==> config.mk <==
export PLATFORM = sky130hd
export DESIGN_NAME = spi_eeprom_command_protect
export DESIGN_NICKNAME = d
export VERILOG_FILES = /design/src/verilog/spi_eeprom_pkg.sv /design/src/verilog/spi_eeprom_command_protect.sv
export VERILOG_INCLUDE_DIRS = /design/src /design/src/verilog
export SDC_FILE = /design/constraint.sdc
export NUM_CORES = 1
export LEC_CHECK = 0
export ABC_AREA = 1
export BUFFER_PORTS_ARGS = -buffer_cell sky130_fd_sc_hd__buf_4
export CORE_MARGIN = 2
export CORE_UTILIZATION = 30
export DETAILED_ROUTE_END_ITERATION = 8
export PLACE_DENSITY = 0.46
export SYNTH_ARGS = -nofsm -noshare
export SYNTH_HDL_FRONTEND = slang
export SYNTH_SLANG_ARGS = --single-unit
==> constraint.sdc <==
create_clock -name clk_sys -period 3.8 [get_ports clk_sys]
set_input_delay 0.76 -clock clk_sys [delete_from_list [all_inputs] [get_ports clk_sys]]
set_output_delay 0.76 -clock clk_sys [all_outputs]
set_load 0.01 [all_outputs]
==> src/verilog/spi_eeprom_map.svh <==
// Constants of the serial EEPROM command and protection front end.
// Assumes inclusion by bare name from the design, checker and bench files.
`ifndef SPI_EEPROM_MAP_SVH
`define SPI_EEPROM_MAP_SVH

// ----------------------------------------------------------------------
// Instruction codes
// ----------------------------------------------------------------------
`define OP_LATCH_SET      8'h06
`define OP_LATCH_CLEAR    8'h04
`define OP_STATUS_READ    8'h05
`define OP_STATUS_WRITE   8'h01
`define OP_MEM_READ       8'h03
`define OP_MEM_WRITE      8'h02

// ----------------------------------------------------------------------
// Status byte layout and reset values
// ----------------------------------------------------------------------
`define ST_PIN_EN_BIT     7
`define ST_ID_SEL_BIT     6
`define ST_ID_LOCK_BIT    4
`define ST_BP_HI_BIT      3
`define ST_BP_LO_BIT      2
`define ST_WEL_BIT        1
`define ST_BUSY_BIT       0
`define BP_NONE           2'h0
`define BP_QUARTER        2'h1
`define BP_HALF           2'h2
`define BP_FULL           2'h3
`define NV_BP_RESET       2'h0
`define NV_PIN_EN_RESET   1'h0
`define NV_LOCK_RESET     1'h0

// ----------------------------------------------------------------------
// Array geometry and timing
// ----------------------------------------------------------------------
`define ARRAY_AW          14
`define ID_PAGE_AW        6
`define PROG_W            23
`define FIFO_DEPTH        8
`define CLK_MHZ           100
`define WRITE_TIME_US     5000
`define WRITE_CYCLES      (`WRITE_TIME_US * `CLK_MHZ)
`define WC_CNT_W          20

`endif

==> src/verilog/spi_eeprom_pkg.sv <==
// Types shared by the serial EEPROM front end.
// Assumes the constants header sits beside it.
package spi_eeprom_pkg;

    // Session phase, one-hot.
    typedef enum logic [3:0] {
        PH_CMD    = 4'h1,
        PH_ADDR   = 4'h2,
        PH_DATA   = 4'h4,
        PH_IGNORE = 4'h8
    } phase_t;

endpackage

==> src/verilog/spi_eeprom_command_protect.sv <==
// Serial command front end of a 16Kx8 EEPROM: instruction decode,
// status register, write protection, write cycle timing, write FIFO.
// Assumes clk_sys is much faster than the serial clock; pins are async.
// ----------------------------------------------------------------------
// How it works
// - Input bits are taken on serial clock rising edges, modes 0 and 3.
// - Output bits change on serial clock falling edges.
// - Chip select high tri-states the output; a write cycle continues.
// - Pause input low freezes shift state and tri-states output.
// - Only six instruction codes are accepted; others are ignored.
// - Latch set 06, latch clear 04, status read 05.
// - First byte is the instruction: status write 01, read 03, write 02.
// - Identification page is used for read and write while selected.
// - Busy bit is high during the write cycle; host cannot write it.
// - Latch set instruction sets the enable latch, clear clears it.
// - Block protect bits pick quarter, half or full protected range.
// - Pin enable with protect pin low blocks status and protected writes.
// - Latch at zero blocks all writes; otherwise per protection.
// - Page select is volatile and clears after a read or write.
// - Page lock once set makes the identification page read-only.
// - Setting select and lock together leaves both unchanged.
// - Status byte: enable, select, 0, lock, bp hi, bp lo, latch, busy.
// - Latch is clear after reset; writes need latch and free range.
// - Latch sets only when select rises right after the set command.
// - Write cycle starts at select rise after a valid write sequence.
// - During a write cycle only status read is obeyed.
// - A 16-bit address follows; only the low 14 bits are used.
// - The enable latch clears when the write cycle completes.
// - Status write alters only bits 2, 3, 4, 6 and 7.
`timescale 1ns/100ps
`include "spi_eeprom_map.svh"

module write_fifo #(
    parameter int WIDTH = `PROG_W,
    parameter int DEPTH = `FIFO_DEPTH
) (
    input  wire logic             clk_sys,
    input  wire logic             rst,
    input  wire logic             in_valid,
    output logic                  in_ready,
    input  wire logic [WIDTH-1:0] in_data,
    output logic                  out_valid,
    input  wire logic             out_ready,
    output logic      [WIDTH-1:0] out_data
);
    localparam int AW = $clog2(DEPTH);

    logic [WIDTH-1:0] mem_q [DEPTH];
    logic [AW:0]      wr_q;
    logic [AW:0]      rd_q;

    assign in_ready  = (wr_q - rd_q) != (AW + 1)'(DEPTH);
    assign out_valid = wr_q != rd_q;
    assign out_data  = mem_q[rd_q[AW-1:0]];

    always_ff @(posedge clk_sys) begin
        if (in_valid && in_ready) begin
            mem_q[wr_q[AW-1:0]] <= in_data;
        end
    end

    always_ff @(posedge clk_sys or posedge rst) begin
        if (rst) begin
            wr_q <= '0;
            rd_q <= '0;
        end else begin
            if (in_valid && in_ready) begin
                wr_q <= wr_q + 1'b1;
            end
            if (out_valid && out_ready) begin
                rd_q <= rd_q + 1'b1;
            end
        end
    end
endmodule // write_fifo

module spi_eeprom_command_protect #(
    parameter logic [`WC_CNT_W-1:0] WRITE_CYCLES =
        `WC_CNT_W'(`WRITE_CYCLES)
) (
    input  wire logic                    clk_sys,
    input  wire logic                    rst,
    input  wire logic                    cs_n,
    input  wire logic                    sck,
    input  wire logic                    si,
    input  wire logic                    hold_n,
    input  wire logic                    wp_n,
    output logic                         so_o,
    output logic                         so_oe,
    output logic      [`ARRAY_AW-1:0]    mem_rd_addr,
    output logic                         mem_rd_id,
    input  wire logic [7:0]              mem_rd_data,
    output logic                         prog_valid,
    input  wire logic                    prog_ready,
    output logic      [`ARRAY_AW-1:0]    prog_addr,
    output logic                         prog_id,
    output logic      [7:0]              prog_data,
    output logic                         prog_start_q
);
    // ------------------------------------------------------------------
    // Pin synchronisers
    // ------------------------------------------------------------------
    // Order: 4 cs_n, 3 sck, 2 si, 1 hold_n, 0 wp_n.
    logic [4:0] pin_meta_q;
    logic [4:0] pin_sync_q;
    logic       sck_d_q;
    logic       cs_d_q;

    always_ff @(posedge clk_sys or posedge rst) begin
        if (rst) begin
            pin_meta_q <= 5'h13;
            pin_sync_q <= 5'h13;
            sck_d_q    <= 1'b0;
            cs_d_q     <= 1'b1;
        end else begin
            pin_meta_q <= {cs_n, sck, si, hold_n, wp_n};
            pin_sync_q <= pin_meta_q;
            sck_d_q    <= pin_sync_q[3];
            cs_d_q     <= pin_sync_q[4];
        end
    end

    logic cs_s;
    logic si_s;
    logic hold_s;
    logic wp_s;
    logic run;
    logic sck_rise;
    logic sck_fall;
    logic cs_rise;

    assign cs_s    = pin_sync_q[4];
    assign si_s    = pin_sync_q[2];
    assign hold_s  = pin_sync_q[1];
    assign wp_s    = pin_sync_q[0];
    assign run      = !cs_s && hold_s;
    assign sck_rise = run && pin_sync_q[3] && !sck_d_q;
    assign sck_fall = run && !pin_sync_q[3] && sck_d_q;
    assign cs_rise  = cs_s && !cs_d_q;

    // ------------------------------------------------------------------
    // Status state
    // ------------------------------------------------------------------
    logic       pin_en_q;
    logic       id_sel_q;
    logic       id_lock_q;
    logic [1:0] bp_q;
    logic       wel_q;
    logic       busy_q;
    logic [7:0] status;
    logic       hw_prot;

    assign status = {pin_en_q, id_sel_q, 1'b0, id_lock_q,
                     bp_q, wel_q, busy_q};
    assign hw_prot = pin_en_q && !wp_s;

    // ------------------------------------------------------------------
    // Session parser
    // ------------------------------------------------------------------
    spi_eeprom_pkg::phase_t phase_q;
    spi_eeprom_pkg::phase_t cmd_next;
    logic [2:0]  bit_q;
    logic [7:0]  rx_q;
    logic [7:0]  cmd_q;
    logic [15:0] addr_q;
    logic        addr_hi_q;
    logic        extra_q;
    logic [7:0]  rx_byte;
    logic        byte_done;
    logic        rd_cmd;
    logic        load_out;
    logic        wr_byte;
    logic        wr_ok;
    logic        push_ok;

    assign rx_byte   = {rx_q[6:0], si_s};
    assign byte_done = sck_rise && (bit_q == 3'h7);
    assign rd_cmd    = (cmd_q == `OP_MEM_READ) ||
                       (cmd_q == `OP_STATUS_READ);
    assign load_out  = sck_fall && (phase_q == spi_eeprom_pkg::PH_DATA)
                       && rd_cmd && (bit_q == 3'h0);
    assign wr_byte   = byte_done && (phase_q == spi_eeprom_pkg::PH_DATA)
                       && (cmd_q == `OP_MEM_WRITE);

    always_comb begin
        cmd_next = spi_eeprom_pkg::PH_IGNORE;
        unique case (rx_byte)
            `OP_MEM_READ,
            `OP_MEM_WRITE:    cmd_next = spi_eeprom_pkg::PH_ADDR;
            `OP_STATUS_READ,
            `OP_STATUS_WRITE: cmd_next = spi_eeprom_pkg::PH_DATA;
            default:          cmd_next = spi_eeprom_pkg::PH_IGNORE;
        endcase
        if (busy_q && rx_byte != `OP_STATUS_READ) begin
            cmd_next = spi_eeprom_pkg::PH_IGNORE;
        end
    end

    // session restarts when select is high
    always_ff @(posedge clk_sys or posedge rst) begin
        if (rst) begin
            phase_q   <= spi_eeprom_pkg::PH_CMD;
            bit_q     <= 3'h0;
            rx_q      <= 8'h00;
            cmd_q     <= 8'h00;
            addr_q    <= 16'h0000;
            addr_hi_q <= 1'b0;
            extra_q   <= 1'b0;
        end else if (cs_s) begin
            phase_q   <= spi_eeprom_pkg::PH_CMD;
            bit_q     <= 3'h0;
            cmd_q     <= 8'h00;
            addr_hi_q <= 1'b0;
            extra_q   <= 1'b0;
        end else begin
            if (sck_rise) begin
                bit_q <= bit_q + 3'h1;
                rx_q  <= rx_byte;
            end
            unique case (phase_q)
                spi_eeprom_pkg::PH_CMD: begin
                    if (byte_done) begin
                        cmd_q   <= rx_byte;
                        phase_q <= cmd_next;
                    end
                end
                spi_eeprom_pkg::PH_ADDR: begin
                    if (sck_rise) begin
                        addr_q <= {addr_q[14:0], si_s};
                    end
                    if (byte_done) begin
                        addr_hi_q <= 1'b1;
                        if (addr_hi_q) begin
                            phase_q <= spi_eeprom_pkg::PH_DATA;
                        end
                    end
                end
                spi_eeprom_pkg::PH_DATA: begin
                    if (byte_done) begin
                        extra_q <= 1'b1;
                    end
                    if (wr_byte) begin
                        addr_q[5:0] <= addr_q[5:0] + 6'h01;
                    end else if (load_out && cmd_q == `OP_MEM_READ)
                    begin
                        if (id_sel_q) begin
                            addr_q[5:0] <= addr_q[5:0] + 6'h01;
                        end else begin
                            addr_q[13:0] <= addr_q[13:0] + 14'h0001;
                        end
                    end
                end
                spi_eeprom_pkg::PH_IGNORE: begin
                    if (byte_done) begin
                        extra_q <= 1'b1;
                    end
                end
            endcase
        end
    end

    // ------------------------------------------------------------------
    // Read path and serial output
    // ------------------------------------------------------------------
    logic [7:0] out_q;
    logic       so_q;
    logic       out_en_q;
    logic [7:0] out_src;

    assign out_src = (cmd_q == `OP_MEM_READ) ? mem_rd_data : status;
    assign mem_rd_id   = id_sel_q;
    assign mem_rd_addr = id_sel_q ? {8'h00, addr_q[5:0]} : addr_q[13:0];

    always_ff @(posedge clk_sys or posedge rst) begin
        if (rst) begin
            out_q    <= 8'h00;
            so_q     <= 1'b0;
            out_en_q <= 1'b0;
        end else if (cs_s) begin
            out_en_q <= 1'b0;
        end else if (load_out) begin
            so_q     <= out_src[7];
            out_q    <= {out_src[6:0], 1'b0};
            out_en_q <= 1'b1;
        end else if (sck_fall && out_en_q) begin
            so_q  <= out_q[7];
            out_q <= {out_q[6:0], 1'b0};
        end
    end

    assign so_o  = so_q;
    assign so_oe = run && out_en_q;

    // ------------------------------------------------------------------
    // Write permission and write FIFO
    // ------------------------------------------------------------------
    logic                wr_any_q;
    logic                sts_got_q;
    logic [7:0]          sts_new_q;
    logic                fifo_in_ready;
    logic                fifo_empty_n;
    logic [`PROG_W-1:0]  fifo_out;

    function automatic logic in_prot(input logic [13:0] a,
                                     input logic [1:0]  bp);
        logic r;
        r = 1'b0;
        unique case (bp)
            `BP_NONE:    r = 1'b0;
            `BP_QUARTER: r = (a[13:12] == 2'h3);
            `BP_HALF:    r = a[13];
            `BP_FULL:    r = 1'b1;
        endcase
        return r;
    endfunction

    assign wr_ok = wel_q && !in_prot(addr_q[13:0], bp_q) &&
                   !(id_sel_q && id_lock_q);
    assign push_ok = wr_byte && wr_ok;

    write_fifo #(
        .WIDTH (`PROG_W),
        .DEPTH (`FIFO_DEPTH)
    ) u_fifo (
        .clk_sys   (clk_sys),
        .rst       (rst),
        .in_valid  (push_ok),
        .in_ready  (fifo_in_ready),
        .in_data   ({id_sel_q, addr_q[13:0], rx_byte}),
        .out_valid (fifo_empty_n),
        .out_ready (prog_ready),
        .out_data  (fifo_out)
    );

    assign prog_valid = fifo_empty_n;
    assign prog_id    = fifo_out[22];
    assign prog_addr  = fifo_out[21:8];
    assign prog_data  = fifo_out[7:0];

    always_ff @(posedge clk_sys or posedge rst) begin
        if (rst) begin
            wr_any_q  <= 1'b0;
            sts_got_q <= 1'b0;
            sts_new_q <= 8'h00;
        end else if (cs_s) begin
            wr_any_q  <= 1'b0;
            sts_got_q <= 1'b0;
        end else begin
            if (push_ok && fifo_in_ready) begin
                wr_any_q <= 1'b1;
            end
            if (byte_done && phase_q == spi_eeprom_pkg::PH_DATA &&
                cmd_q == `OP_STATUS_WRITE && !extra_q) begin
                sts_new_q <= rx_byte;
                sts_got_q <= 1'b1;
            end
        end
    end

    // ------------------------------------------------------------------
    // Session-end events
    // ------------------------------------------------------------------
    logic clean_end;
    logic latch_set_cmd_ev;
    logic latch_clear_cmd_ev;
    logic sts_ev;
    logic mem_ev;
    logic rd_ev;
    logic start_ev;
    logic done_ev;
    logic both_id;

    assign clean_end = cs_rise && !extra_q && bit_q == 3'h0 && !busy_q;
    // latch set only at select rise
    assign latch_set_cmd_ev = clean_end && cmd_q == `OP_LATCH_SET;
    assign latch_clear_cmd_ev = clean_end && cmd_q == `OP_LATCH_CLEAR;
    // status write refused under pin protection
    assign sts_ev  = cs_rise && cmd_q == `OP_STATUS_WRITE && sts_got_q &&
                     wel_q && !hw_prot && !busy_q;
    assign mem_ev  = cs_rise && cmd_q == `OP_MEM_WRITE && wr_any_q;
    assign rd_ev   = cs_rise && cmd_q == `OP_MEM_READ &&
                     phase_q == spi_eeprom_pkg::PH_DATA;
    // write cycle starts at select rise
    assign start_ev = sts_ev || mem_ev;
    assign both_id  = sts_new_q[`ST_ID_SEL_BIT] &&
                      sts_new_q[`ST_ID_LOCK_BIT];

    // ------------------------------------------------------------------
    // Status register
    // ------------------------------------------------------------------
    always_ff @(posedge clk_sys or posedge rst) begin
        if (rst) begin
            wel_q <= 1'b0;
        end else if (latch_set_cmd_ev) begin
            wel_q <= 1'b1;
        end else if (latch_clear_cmd_ev || done_ev) begin
            wel_q <= 1'b0;
        end
    end

    // only bits 7, 6, 4, 3, 2 written
    always_ff @(posedge clk_sys or posedge rst) begin
        if (rst) begin
            pin_en_q  <= `NV_PIN_EN_RESET;
            bp_q      <= `NV_BP_RESET;
            id_lock_q <= `NV_LOCK_RESET;
        end else if (sts_ev) begin
            pin_en_q <= sts_new_q[`ST_PIN_EN_BIT];
            bp_q     <= sts_new_q[`ST_BP_HI_BIT:`ST_BP_LO_BIT];
            if (!both_id) begin
                id_lock_q <= id_lock_q | sts_new_q[`ST_ID_LOCK_BIT];
            end
        end
    end

    always_ff @(posedge clk_sys or posedge rst) begin
        if (rst) begin
            id_sel_q <= 1'b0;
        end else if (sts_ev && !both_id) begin
            id_sel_q <= sts_new_q[`ST_ID_SEL_BIT];
        end else if (mem_ev || rd_ev) begin
            id_sel_q <= 1'b0;
        end
    end

    // ------------------------------------------------------------------
    // Internal write cycle timer
    // ------------------------------------------------------------------
    logic [`WC_CNT_W-1:0] wc_cnt_q;

    assign done_ev = busy_q && wc_cnt_q == '0 && !fifo_empty_n;

    // busy held for the write cycle
    always_ff @(posedge clk_sys or posedge rst) begin
        if (rst) begin
            busy_q       <= 1'b0;
            wc_cnt_q     <= '0;
            prog_start_q <= 1'b0;
        end else begin
            prog_start_q <= start_ev;
            if (start_ev) begin
                busy_q   <= 1'b1;
                wc_cnt_q <= WRITE_CYCLES - `WC_CNT_W'(1);
            end else if (done_ev) begin
                busy_q <= 1'b0;
            end else if (busy_q && wc_cnt_q != '0) begin
                wc_cnt_q <= wc_cnt_q - `WC_CNT_W'(1);
            end
        end
    end
endmodule // spi_eeprom_command_protect

Word level (Yosys, flattened, before mapping)
Memory sizes are Yosys's and may differ from the RTL's. Index checks and enable logic that the tools add are counted.

$add $sub $neg: 7. Bitwise operators: 3. Mux-type cells: 48. Reduce and logical (&&, ||, !) cells: 93. Eq/ne operators: 31.

Operators by type and width (count): 2-to-1 mux 8 bit (8); 2-to-1 mux 20 bit (3); logical AND 1 bit (44); 2-to-1 mux 14 bit (3); equality test 8 x 2 -> 1 bit (second input constant) (4); equality test 8 x 3 -> 1 bit (second input constant) (4); one-hot mux 14 bit (2 select lines) (1); nonzero test 2 bit (14); 2-to-1 mux 1 bit (21); zero test 20 bit (1); 2-to-1 mux 4 bit (5); nonzero test 20 bit (1); subtractor 20 x 1 -> 20 bit (second input constant) (1); equality test 8 x 1 -> 1 bit (second input constant) (2); one-hot mux 4 bit (2 select lines) (2); AND reduction 2 bit (8); adder 14 x 1 -> 14 bit (second input constant) (1); zero test 1 bit (12); 2-to-1 mux 6 bit (2); != test 3 bit (second input constant) (4); != test 2 bit (second input constant) (5); adder 4 x 1 -> 4 bit (second input constant) (2); != test 8 x 3 -> 1 bit (second input constant) (1); AND reduction 4 bit (2); other kinds (22) (31).

Register bits: 106. Logic and storage cells: 211. Memories kept: 1. Output and inout bits: 42. Bits of input ports: 16. Bits in writable memories: 184.

Memory list: u_fifo.mem_q (depth 8, width 23, rd ports 1, clocked after memory_dff 0, wr ports 1, RTL line spi_eeprom_command_protect.sv:48) `logic [WIDTH-1:0] mem_q [DEPTH];`.

Depth between registers and ports, before layout
Gate-level depths: netlist of run 1.

Depth after elaboration: 11. Depth in mapped cells: 13. Gate-level depth less buffers: 12.

Cells and area by module
A second synthesis of run 1 with hierarchy kept.

Cell total of the unflattened synthesis: 1290. Area total of the unflattened synthesis: 13038.8 um^2.

Modules (own cells, without submodules): write_fifo (area each 7753.7 um^2, cells each 609, seq. area each 5725.5 um^2, instances 1); spi_eeprom_command_protect (area each 5285.1 um^2, cells each 681, seq. area each 2362.3 um^2, instances 1).

Worst setup path before layout of run 1
Ideal clock, no wire load.

Kind: reg-to-reg. From: register u_fifo.rd_q[1]. To: memory u_fifo.mem_q[0][0] in the netlist's numbering, enable pin. Data required time: 3.397 ns. Library setup time: 0.403 ns. Stages on the path, launching flop included: 12. Arrival time: 2.927 ns. Setup slack: 0.470 ns. Period minus slack after synthesis: 3.330 ns. Buffers on the path: 2. Path through: dfrtp_1 -> inv_1 -> clkbuf_1 -> clkbuf_1 -> ha_1 -> inv_1 -> o21bai_1 -> a21oi_1 -> nand2_1 -> nand3_1 -> nand3_2 -> nor2_1.

Cells in the longest elaborated chain, start to end: 5.

Ends and longest elaborated chain: from (decl) (RTL line spi_eeprom_command_protect.sv:50) `logic [AW:0] rd_q;`; from (signal assigned) (RTL line spi_eeprom_command_protect.sv:71) `rd_q <= rd_q + 1'b1;`; subtractor 4 bit (RTL line spi_eeprom_command_protect.sv:52) `assign in_ready = (wr_q - rd_q) != (AW + 1)'(DEPTH);`; != test 4 bit (RTL line spi_eeprom_command_protect.sv:52); logical AND 1 bit (RTL line spi_eeprom_command_protect.sv:57) `if (in_valid && in_ready) begin`; 2-to-1 mux 1 bit (RTL line spi_eeprom_command_protect.sv:57); 2-to-1 mux 1 bit (not written as such) (RTL line spi_eeprom_command_protect.sv:58) `mem_q[wr_q[AW-1:0]] <= in_data;`; to (decl) (RTL line spi_eeprom_command_protect.sv:48).

Every way passes these cells.

Worst setup path after layout of run 1
From: register u_fifo.rd_q[0]. To: output port prog_id.

Cells in the longest elaborated chain, start to end: 1.

Ends and longest elaborated chain: memory read (8 x 23 bit); to (decl) (RTL line spi_eeprom_command_protect.sv:96) `output logic prog_id,`.

Every way passes these cells.

==> run metrics, run 1 <==
drt total wl 31900 um; Critical Path, Cell by Cell inv_2 > buf_4 > o21ai_0 > o22ai_1 > nor2_1 > a31oi_1 > buf_4; # H-tree levels 2; die area 43800 um^2; Max Fclk 0.302 GHz; Hold Worst Slack 0.351 ns; outcome finished, final reports clean; count leader, synth nor2_1; worst skew pair latency 0.51 ns; CTS buffer count 34; Tmin final 3.32 ns; final hold violation count 0; pin count of the biggest net entering global routing 62; Most common cell on crit path buf_4; PortBufs 57; Setup Crit Path Kind reg2out; CTS tree yes; # DRC 0; R2R cell count 9; clock sink count 286; Post-synth ARST share 35.7%; GR Util All Layers 14.8%; Syn Area/Cell 10.0 um^2; Hold Crit Endpoint pin_sync_q[1]; Netlist cell types 41; P_int 5.92 mW; vias in the first global route 8989; DIE WIDTH 209 um; Max IR drop VDD 0.242 mV; hold path cells 0; hpwl dp 20000 um; utilization after layout 35.4%; drt wl/cell 16.9 um; critical path's largest stage delay 0.59 ns; RSZ-0062 raised after global routing no; cts hold-fix bufs 0; HP Class reg2reg; DRT iter0 DRCs 506; clk root buf clkbuf_16; Synth area leaders edfxtp_1 44%, dfrtp_1 19%, nor2_1 6.9%; Rel. slew slack 37.3%; reg-to-reg critical path endpoint u_fifo.mem_q[3][10]; Antenna Nets Post-Route 0; Final Max Slew Viols 0; Worst EP arrival 2.56 ns; Synth area leader edfxtp_1; Syn Nets 1287; # diodes 0; CTS resizes 0; post-synthesis sequential area ratio 64.0%; Starting Density 30.3%; Pleak 6.01 nW; Sequential Power Share 40.5%; share of cells above drive strength 1 13.0%; routability cong. 0.830; crit start category flip-flop; HP Start pin_meta_q[1]; Std-Cell Rows 75; Worst-Margin Slew 0.941 ns; initial antenna violation count 0; Yosys warning count 0; Synth Cell Area 12600 um^2; Pwr Total 8.58 mW; logic gate share of total power 23.6%; Synth Instances 1260; vias 8966; Psw 2.66 mW; Post-synth EDFFs 184; IO Count 58; clk slew on worst S/H paths 0.06 ns; reg-to-reg slack, setup 1.12 ns; Post-layout nets 1352; CP max-delay cell dfrtp_2; Worst Skew 0.0116 ns; Max-Cap Viols 0; Placeable Area 41800 um^2; clock share of power 35.8%; total gr overflow 0; Main synth FF type edfxtp_1; PwrDens 581 nW/um^2; Fillers 4195; post-CTS setup buffers 0; vias per inst 4.75; Synth Register Bits 286; Area Overhead vs Synth 16.9%; Max Root-Sink Buffers 3; fin crit share 87.2%; CP Capture Type output port; Synth top cells by count 232 x nor2_1, 204 x nand2_1, 184 x edfxtp_1; drt first pass iters 5; worst r2r src pin_sync_q[1]; maximum fanout along the worst path 61; TNS Setup 0 ns; chip height 209 um; worst path required time 3.04 ns; top cell type's share of synthesized area 43.7%; Final Setup Violations 0; first-pass GRT wire length 51100 um; Sw Share 31.0%
[layout make-up]
| cell class | count | area (um^2) | share of cell area [%] |
|---|---|---|---|
| Timing Repair Buffer | 82 | 628 | 4.25 |
| Tap cell | 539 | 674 | 4.57 |
| Clock buffer | 49 | 958 | 6.49 |
| Sequential cell | 286 | 8090 | 54.8 |
| Multi-Input combinational cell | 813 | 3930 | 26.6 |
| Clock inverter | 11 | 81.3 | 0.551 |
| Inverter | 108 | 409 | 2.77 |
[how the worst max path moves through the flow]
| stage | slack [ns] | from | to |
|---|---|---|---|
| after floorplan | 0.38 | rst | addr_hi_q |
| after global placement | 1.0 | u_fifo.rd_q[0] | prog_addr[13] |
| after detailed placement | 0.99 | u_fifo.rd_q[0] | prog_addr[13] |
| after CTS | 0.43 | u_fifo.rd_q[0] | prog_addr[13] |
| after global routing | 0.23 | u_fifo.rd_q[0] | prog_addr[6] |
| final | 0.48 | u_fifo.rd_q[0] | prog_id |
[worst max-delay path, delay by kind of cell, from the launching register on]
family | cells | cell delay (ns)
AOI/OAI and AO/OA | 3 | 0.59
buffers and inverters | 3 | 0.80
DFF | 1 | 0.59
and+or+nand+nor | 1 | 0.06
[stage by stage]
step | cell area (um^2) | setup WS, ns | cells
5_1_grt | 14800 | 0.233 | 1888
2_1_floorplan | 12600 | 0.378 | 1260
3_3_place_gp | 13700 | 1.00 | 1828
3_5_place_dp | 13700 | 0.986 | 1828
4_1_cts | 14800 | 0.426 | 1888
6_report | 14800 | 0.485 | 1888
[per-layer routing]
metal  track usage, %  up-vias  part of all wire (%)
li1                 -     4422                     -
met1             20.3     4373                    48
met2             24.6      141                    47
met3             2.52       30                   3.3
met4             3.37        0                   1.2
met5                0        -                     0
[cell usage in the layout (no fill, tap or decap), types with 7 or more instances in the layout]
master       n
nand4_1     19
a21oi_1     17
a31oi_1     25
nor2_2       8
o22ai_1     30
edfxtp_1   184
nand2_1    204
nor3_1      14
o21ai_0    140
buf_4       81
xor2_1       7
nand3_1     62
nor2_1     228
inv_1      100
dfstp_2      8
clkbuf_16   35
ha_1        11
clkbuf_1    11
dfrtp_1     93
[flip-flops by register name, summed over array words and instances (netlist names), 5 cells and up]
signal	cells
addr_q	14
cmd_q	8
out_q	7
pin_meta_q	5
pin_sync_q	5
rx_q	7
sts_new_q	5
u_fifo.mem_q	184
wc_cnt_q	20
[power by group through the flow]
stage / Sequential [mW] / Combinational (mW) / Clock (mW)
after floorplan: 3.47 / 1.32 / 0
after global placement: 3.54 / 2.07 / 0
after detailed placement: 3.54 / 2.08 / 0
after CTS: 3.48 / 2.08 / 3.17
after global routing: 3.49 / 2.29 / 3.28
final: 3.48 / 2.03 / 3.07
[cells by family (layout without fill, tap and decap cells)]
| kind of cell | count (synthesis) | in the layout | synth area share, % |
|---|---|---|---|
| simple gates | 567 | 567 | 19.4 |
| fa+ha+maj | 11 | 11 | 1.09 |
| xor+xnor | 9 | 9 | 0.624 |
| compound gates | 226 | 226 | 9.70 |
| flops | 286 | 286 | 64.0 |
| buf+inv | 161 | 250 | 5.19 |
Note: power is estimated with default switching activity, not from simulation.
==> run 2, diff against run 1 <==
==> constraint.sdc (replaced) <==
create_clock -name clk_sys -period 3.8 [get_ports clk_sys]
set_input_delay 0.57 -clock clk_sys [delete_from_list [all_inputs] [get_ports clk_sys]]
set_output_delay 0.57 -clock clk_sys [all_outputs]
set_load 0.01 [all_outputs]
==> run metrics, run 2 (same netlist as run 1, synthesis figures left out) <==
GR Util All Layers 14.5% (was 14.8%); PortBufs 57 (unchanged); design area 14800 um^2 (about the same); DR WL met2 14500 um (was 15100 um); placed cell count 1824 (was 1828); clk root buf clkbuf_16 (unchanged); max reg flops 184 (unchanged); Worst-Margin Slew 0.771 ns (was 0.941 ns); Worst Skew 0.0175 ns (was 0.0116 ns); post-CTS setup buffers 0 (unchanged); Tmin final 3.44 ns (was 3.32 ns); crit start category flip-flop (unchanged); Post-layout nets 1348 (was 1352); critical path's largest stage delay 0.69 ns (was 0.59 ns); DP Area 13700 um^2 (about the same); maximum fanout along the worst path 71 (was 61); CP max-delay cell buf_4 (was dfrtp_2); Placeable Area 41800 um^2 (unchanged); Max-Cap Viols 0 (unchanged); CTS buffer count 34 (unchanged); Area Overhead vs Synth 17.4% (was 16.9%); routed length on met3 1260 um (was 1050 um); hpwl dp 19400 um (was 20000 um); initial antenna violation count 0 (unchanged); PwrDens 587 nW/um^2 (was 581 nW/um^2); drt total wl 31200 um (was 31900 um); Critical Path, Cell by Cell buf_4 > o21ai_0 > o22ai_1 > nor2_1 > a31oi_1 > buf_4 (was inv_2 > buf_4 > o21ai_0 > o22ai_1 > nor2_1 > a31oi_1 > buf_4); final non-filler cell total 1884 (was 1888); worst path required time 3.23 ns (was 3.04 ns); HP Class in2reg (was reg2reg); Most common cell on crit path buf_4 (unchanged); Setup Crit Path Kind reg2out (unchanged); commonest non-fill, non-tap cells in the layout 228 x nor2_1, 204 x nand2_1, 184 x edfxtp_1 (unchanged); Final Max Slew Viols 0 (unchanged); Max IR drop VDD 0.466 mV (was 0.242 mV); TNS Setup 0 ns (unchanged); die area 43800 um^2 (unchanged); vias 9037 (was 8966); Pleak 6.01 nW (about the same); first-pass GRT wire length 49900 um (was 51100 um); Std-Cell Rows 75 (unchanged); final hold violation count 0 (unchanged); DRT iter0 DRCs 549 (was 506); IO Count 58 (unchanged); drt first pass iters 4 (was 5); clock sink count 286 (unchanged); Hold Worst Slack 0.157 ns (was 0.351 ns); CTS tree yes (unchanged); vias per inst 4.80 (was 4.75); DR top layer met4 (unchanged); clk slew on worst S/H paths 0.06 ns (about the same); Starting Density 30.3% (unchanged); # DRC 0 (unchanged); Fillers 4165 (was 4195); fin crit share 90.6% (was 87.2%); CTS resizes 0 (unchanged); Max Root-Sink Buffers 3 (unchanged); DIE WIDTH 209 um (unchanged); share of cells above drive strength 1 12.9% (was 13.0%); routability cong. 0.796 (was 0.830); outcome finished, final reports clean (unchanged); Rel. slew slack 48.6% (was 37.3%); # diodes 0 (unchanged); pin count of the biggest net entering global routing 72 (was 62); RSZ-0062 raised after global routing no (unchanged); Max Fclk 0.291 GHz (was 0.302 GHz); drt wl/cell 16.5 um (was 16.9 um); commonest non-fill, non-tap cell in the layout nor2_1 (unchanged); chip height 209 um (unchanged); Antenna Nets Post-Route 0 (unchanged); Final Setup Violations 0 (unchanged); vias in the first global route 8971 (was 8989); Worst EP arrival 2.87 ns (was 2.56 ns); CP Capture Type output port (unchanged); met1 wire length 14800 um (was 15400 um); total gr overflow 0 (unchanged); # H-tree levels 2 (unchanged); cts hold-fix bufs 0 (unchanged); worst skew pair latency 0.53 ns (was 0.51 ns)
[run 2: critical path, delay by kind of cell, from the launching register on]
| kind | cells | cell delay [ns] |
|---|---|---|
| buf+inv | 2 | 0.87 |
| compound gates | 3 | 0.69 |
| simple gates | 1 | 0.06 |
| flops | 1 | 0.67 |
[run 2: area by class of cell]
type	instances	area [um^2]	area share [%]
flip-flops and latches	286	8090	54.5
multi-input cells	813	3930	26.5
clock buffers	48	945	6.37
well taps	539	674	4.55
repair buffers	78	636	4.28
inverters	108	409	2.76
clock inverters	12	156	1.05
[run 2: power by group]
part           leakage (nW)  internal [mW]  switching, mW
sequential             2.98           3.37          0.110
combinational          2.50          0.721           1.28
clock                 0.532           1.95           1.29
total                  6.01           6.04           2.67
[run 2: per-stage QoR]
step	utilization [%]	setup WS [ns]	total power [mW]
after floorplan	-	0.470	4.79
after global placement	32.9	0.902	5.59
after detailed placement	32.9	0.892	5.59
after CTS	35.5	0.322	8.87
after global routing	35.5	0.137	9.21
final	35.5	0.358	8.71
[run 2: path summary, 6_finish.rpt]
check                               startpoint                   to  slack (ns)  cells past startpoint
worst max-delay path            u_fifo.rd_q[0]        prog_addr[13]        0.36                      6
worst min-delay path                      cs_n        pin_meta_q[4]        0.16                      1
worst max register to register  u_fifo.rd_q[0]  u_fifo.mem_q[2][20]        1.17                      8
worst min register to register   pin_meta_q[3]        pin_sync_q[3]        0.35                      0
max in group asynchronous                  rst        pin_sync_q[0]        2.71                      3
min in group asynchronous                  rst        pin_meta_q[3]        0.18                      2
[run 2: layer usage]
metal	global-route usage [%]	vias to the layer above
li1	-	4430
met3	2.54	52
met2	23.8	169
met1	19.8	4386
met4	4.01	0
met5	0	-
==> run 3, diff against run 2 <==
PLACE_DENSITY = 0.48   (was 0.46)
==> run metrics, run 3 (same netlist as run 1, synthesis figures left out) <==
placed cell count 1824 (unchanged); drt wl/cell 16.8 um (was 16.5 um); vias per inst 4.77 (was 4.80); hpwl dp 19800 um (was 19400 um); post-CTS setup buffers 0 (unchanged); reg-to-reg slack, setup 1.00 ns (was 1.17 ns); IO Count 58 (unchanged); vias 8976 (was 9037); pin count of the biggest net entering global routing 70 (was 72); worst r2r src pin_sync_q[1] (was u_fifo.rd_q[0]); vias in the first global route 8952 (was 8971); commonest non-fill, non-tap cell in the layout nor2_1 (unchanged); DP Area 13700 um^2 (unchanged); DRT iter0 DRCs 529 (was 549); Worst-Margin Slew 0.823 ns (was 0.771 ns); CTS tree yes (unchanged); # DRC 0 (unchanged); # H-tree levels 1 (was 2); P_int 6.36 mW (was 6.04 mW); Sw Share 29.7% (was 30.7%); Pwr Total 9.05 mW (was 8.71 mW); Area Overhead vs Synth 18.3% (was 17.4%); clock share of power 38.9% (was 37.1%); outcome finished, final reports clean (unchanged); Post-layout nets 1345 (was 1348); Max IR drop VDD 0.361 mV (was 0.466 mV); crit start category flip-flop (unchanged); PwrDens 606 nW/um^2 (was 587 nW/um^2); Max Root-Sink Buffers 3 (unchanged); CTS buffer count 31 (was 34); PortBufs 57 (unchanged); logic gate share of total power 23.0% (was 22.9%); RSZ-0062 raised after global routing no (unchanged); drt total wl 31700 um (was 31200 um); design area 14900 um^2 (was 14800 um^2); cts hold-fix bufs 0 (unchanged); final non-filler cell total 1882 (was 1884); Starting Density 30.3% (unchanged); commonest non-fill, non-tap cells in the layout 228 x nor2_1, 204 x nand2_1, 184 x edfxtp_1 (unchanged); Tmin final 3.16 ns (was 3.44 ns); Worst EP arrival 2.59 ns (was 2.87 ns); DIE WIDTH 209 um (unchanged); critical path's largest stage delay 0.60 ns (was 0.69 ns); first-pass GRT wire length 50700 um (was 49900 um); CP max-delay cell buf_4 (unchanged); CP Launch Point u_fifo.rd_q[0] (unchanged); clk slew on worst S/H paths 0.06 ns (about the same); Max Fclk 0.317 GHz (was 0.291 GHz); Most common cell on crit path buf_4 (unchanged); Max-Cap Viols 0 (unchanged); clock sink count 286 (unchanged); die area 43800 um^2 (unchanged); Antenna Nets Post-Route 0 (unchanged); Pleak 6.08 nW (was 6.01 nW); worst path required time 3.23 ns (about the same); chip height 209 um (unchanged); CTS resizes 0 (unchanged); GR Util All Layers 14.6% (was 14.5%); maximum fanout along the worst path 69 (was 71); Placeable Area 41800 um^2 (unchanged); Psw 2.69 mW (was 2.67 mW); HP Class in2reg (unchanged); Std-Cell Rows 75 (unchanged); # diodes 0 (unchanged); clk root buf clkbuf_16 (unchanged); HP Start cs_n (unchanged); fin crit share 83.1% (was 90.6%); routability cong. 0.799 (was 0.796); share of cells above drive strength 1 13.6% (was 12.9%); TNS Setup 0 ns (unchanged); Worst Skew 0.0197 ns (was 0.0175 ns); Final Max Slew Viols 0 (unchanged); drt first pass iters 5 (was 4); CP Capture Type output port (unchanged); initial antenna violation count 0 (unchanged); worst path bufs/invs 2 (unchanged); Setup Crit Path Kind reg2out (unchanged); Rel. slew slack 45.1% (was 48.6%); Sequential Power Share 38.0% (was 39.9%); Final Setup Violations 0 (unchanged); max reg flops 184 (unchanged); Critical Path, Cell by Cell buf_4 > o21ai_0 > o22ai_1 > nor2_1 > a31oi_1 > buf_4 (unchanged); Crit path max-delay family buffers and inverters (unchanged); final hold violation count 0 (unchanged); worst skew pair latency 0.58 ns (was 0.53 ns); total gr overflow 0 (unchanged)
-- run 3: cell types whose count changed in the layout (fill, tap and decap cells not counted), moves of 2 or more --
cell | before | now
clkbuf_16 | 35 | 31
clkbuf_8 | 2 | 4
clkinv_2 | 3 | 7
bufinv_16 | 3 | 10
clkbuf_1 | 11 | 2
-- run 3: path summary, 6_finish.rpt --
check / depth (start not counted) / endpoint
setup reg to reg: 9 / u_fifo.mem_q[4][13]
hold / removal: 1 / pin_meta_q[4]
setup / recovery: 6 / prog_addr[12]
max in group asynchronous: 3 / phase_q[0]
min in group asynchronous: 2 / so_o
hold reg to reg: 0 / pin_sync_q[3]
-- run 3: through the flow --
step | hold slack, ns | utilization [%] | worst slack [ns]
2_1_floorplan | 0.331 | - | 0.470
3_3_place_gp | 0.335 | 32.9 | 1.03
3_5_place_dp | 0.336 | 32.9 | 0.949
4_1_cts | 0.0723 | 35.8 | 0.537
5_1_grt | 0.0739 | 35.8 | 0.400
6_report | 0.104 | 35.8 | 0.641
-- run 3: final cells by class --
cell class	count	area (um^2)
flip-flops and latches	286	8090
multi-input cells	813	3930
clock buffers	37	838
fillers	4187	26800
repair buffers	78	636
clock inverters	21	373
inverters	108	409
well taps	539	674
-- run 3: routing by layer --
| metal | share of wire, % | vias up | global-route usage [%] |
|---|---|---|---|
| met4 | 1.9 | 0 | 3.35 |
| met3 | 3.2 | 41 | 2.19 |
| met2 | 46 | 139 | 23.7 |
| met1 | 49 | 4381 | 20.6 |
| met5 | 0 | - | 0 |
| li1 | - | 4415 | - |
-- run 3: power groups by stage --
| stage | logic (mW) | registers [mW] | clock network [mW] |
|---|---|---|---|
| detailed placement | 2.14 | 3.51 | 0 |
| global placement | 2.15 | 3.50 | 0 |
| floorplan | 1.32 | 3.47 | 0 |
| CTS | 2.14 | 3.44 | 3.63 |
| global route | 2.36 | 3.45 | 3.75 |
| finish | 2.09 | 3.44 | 3.52 |
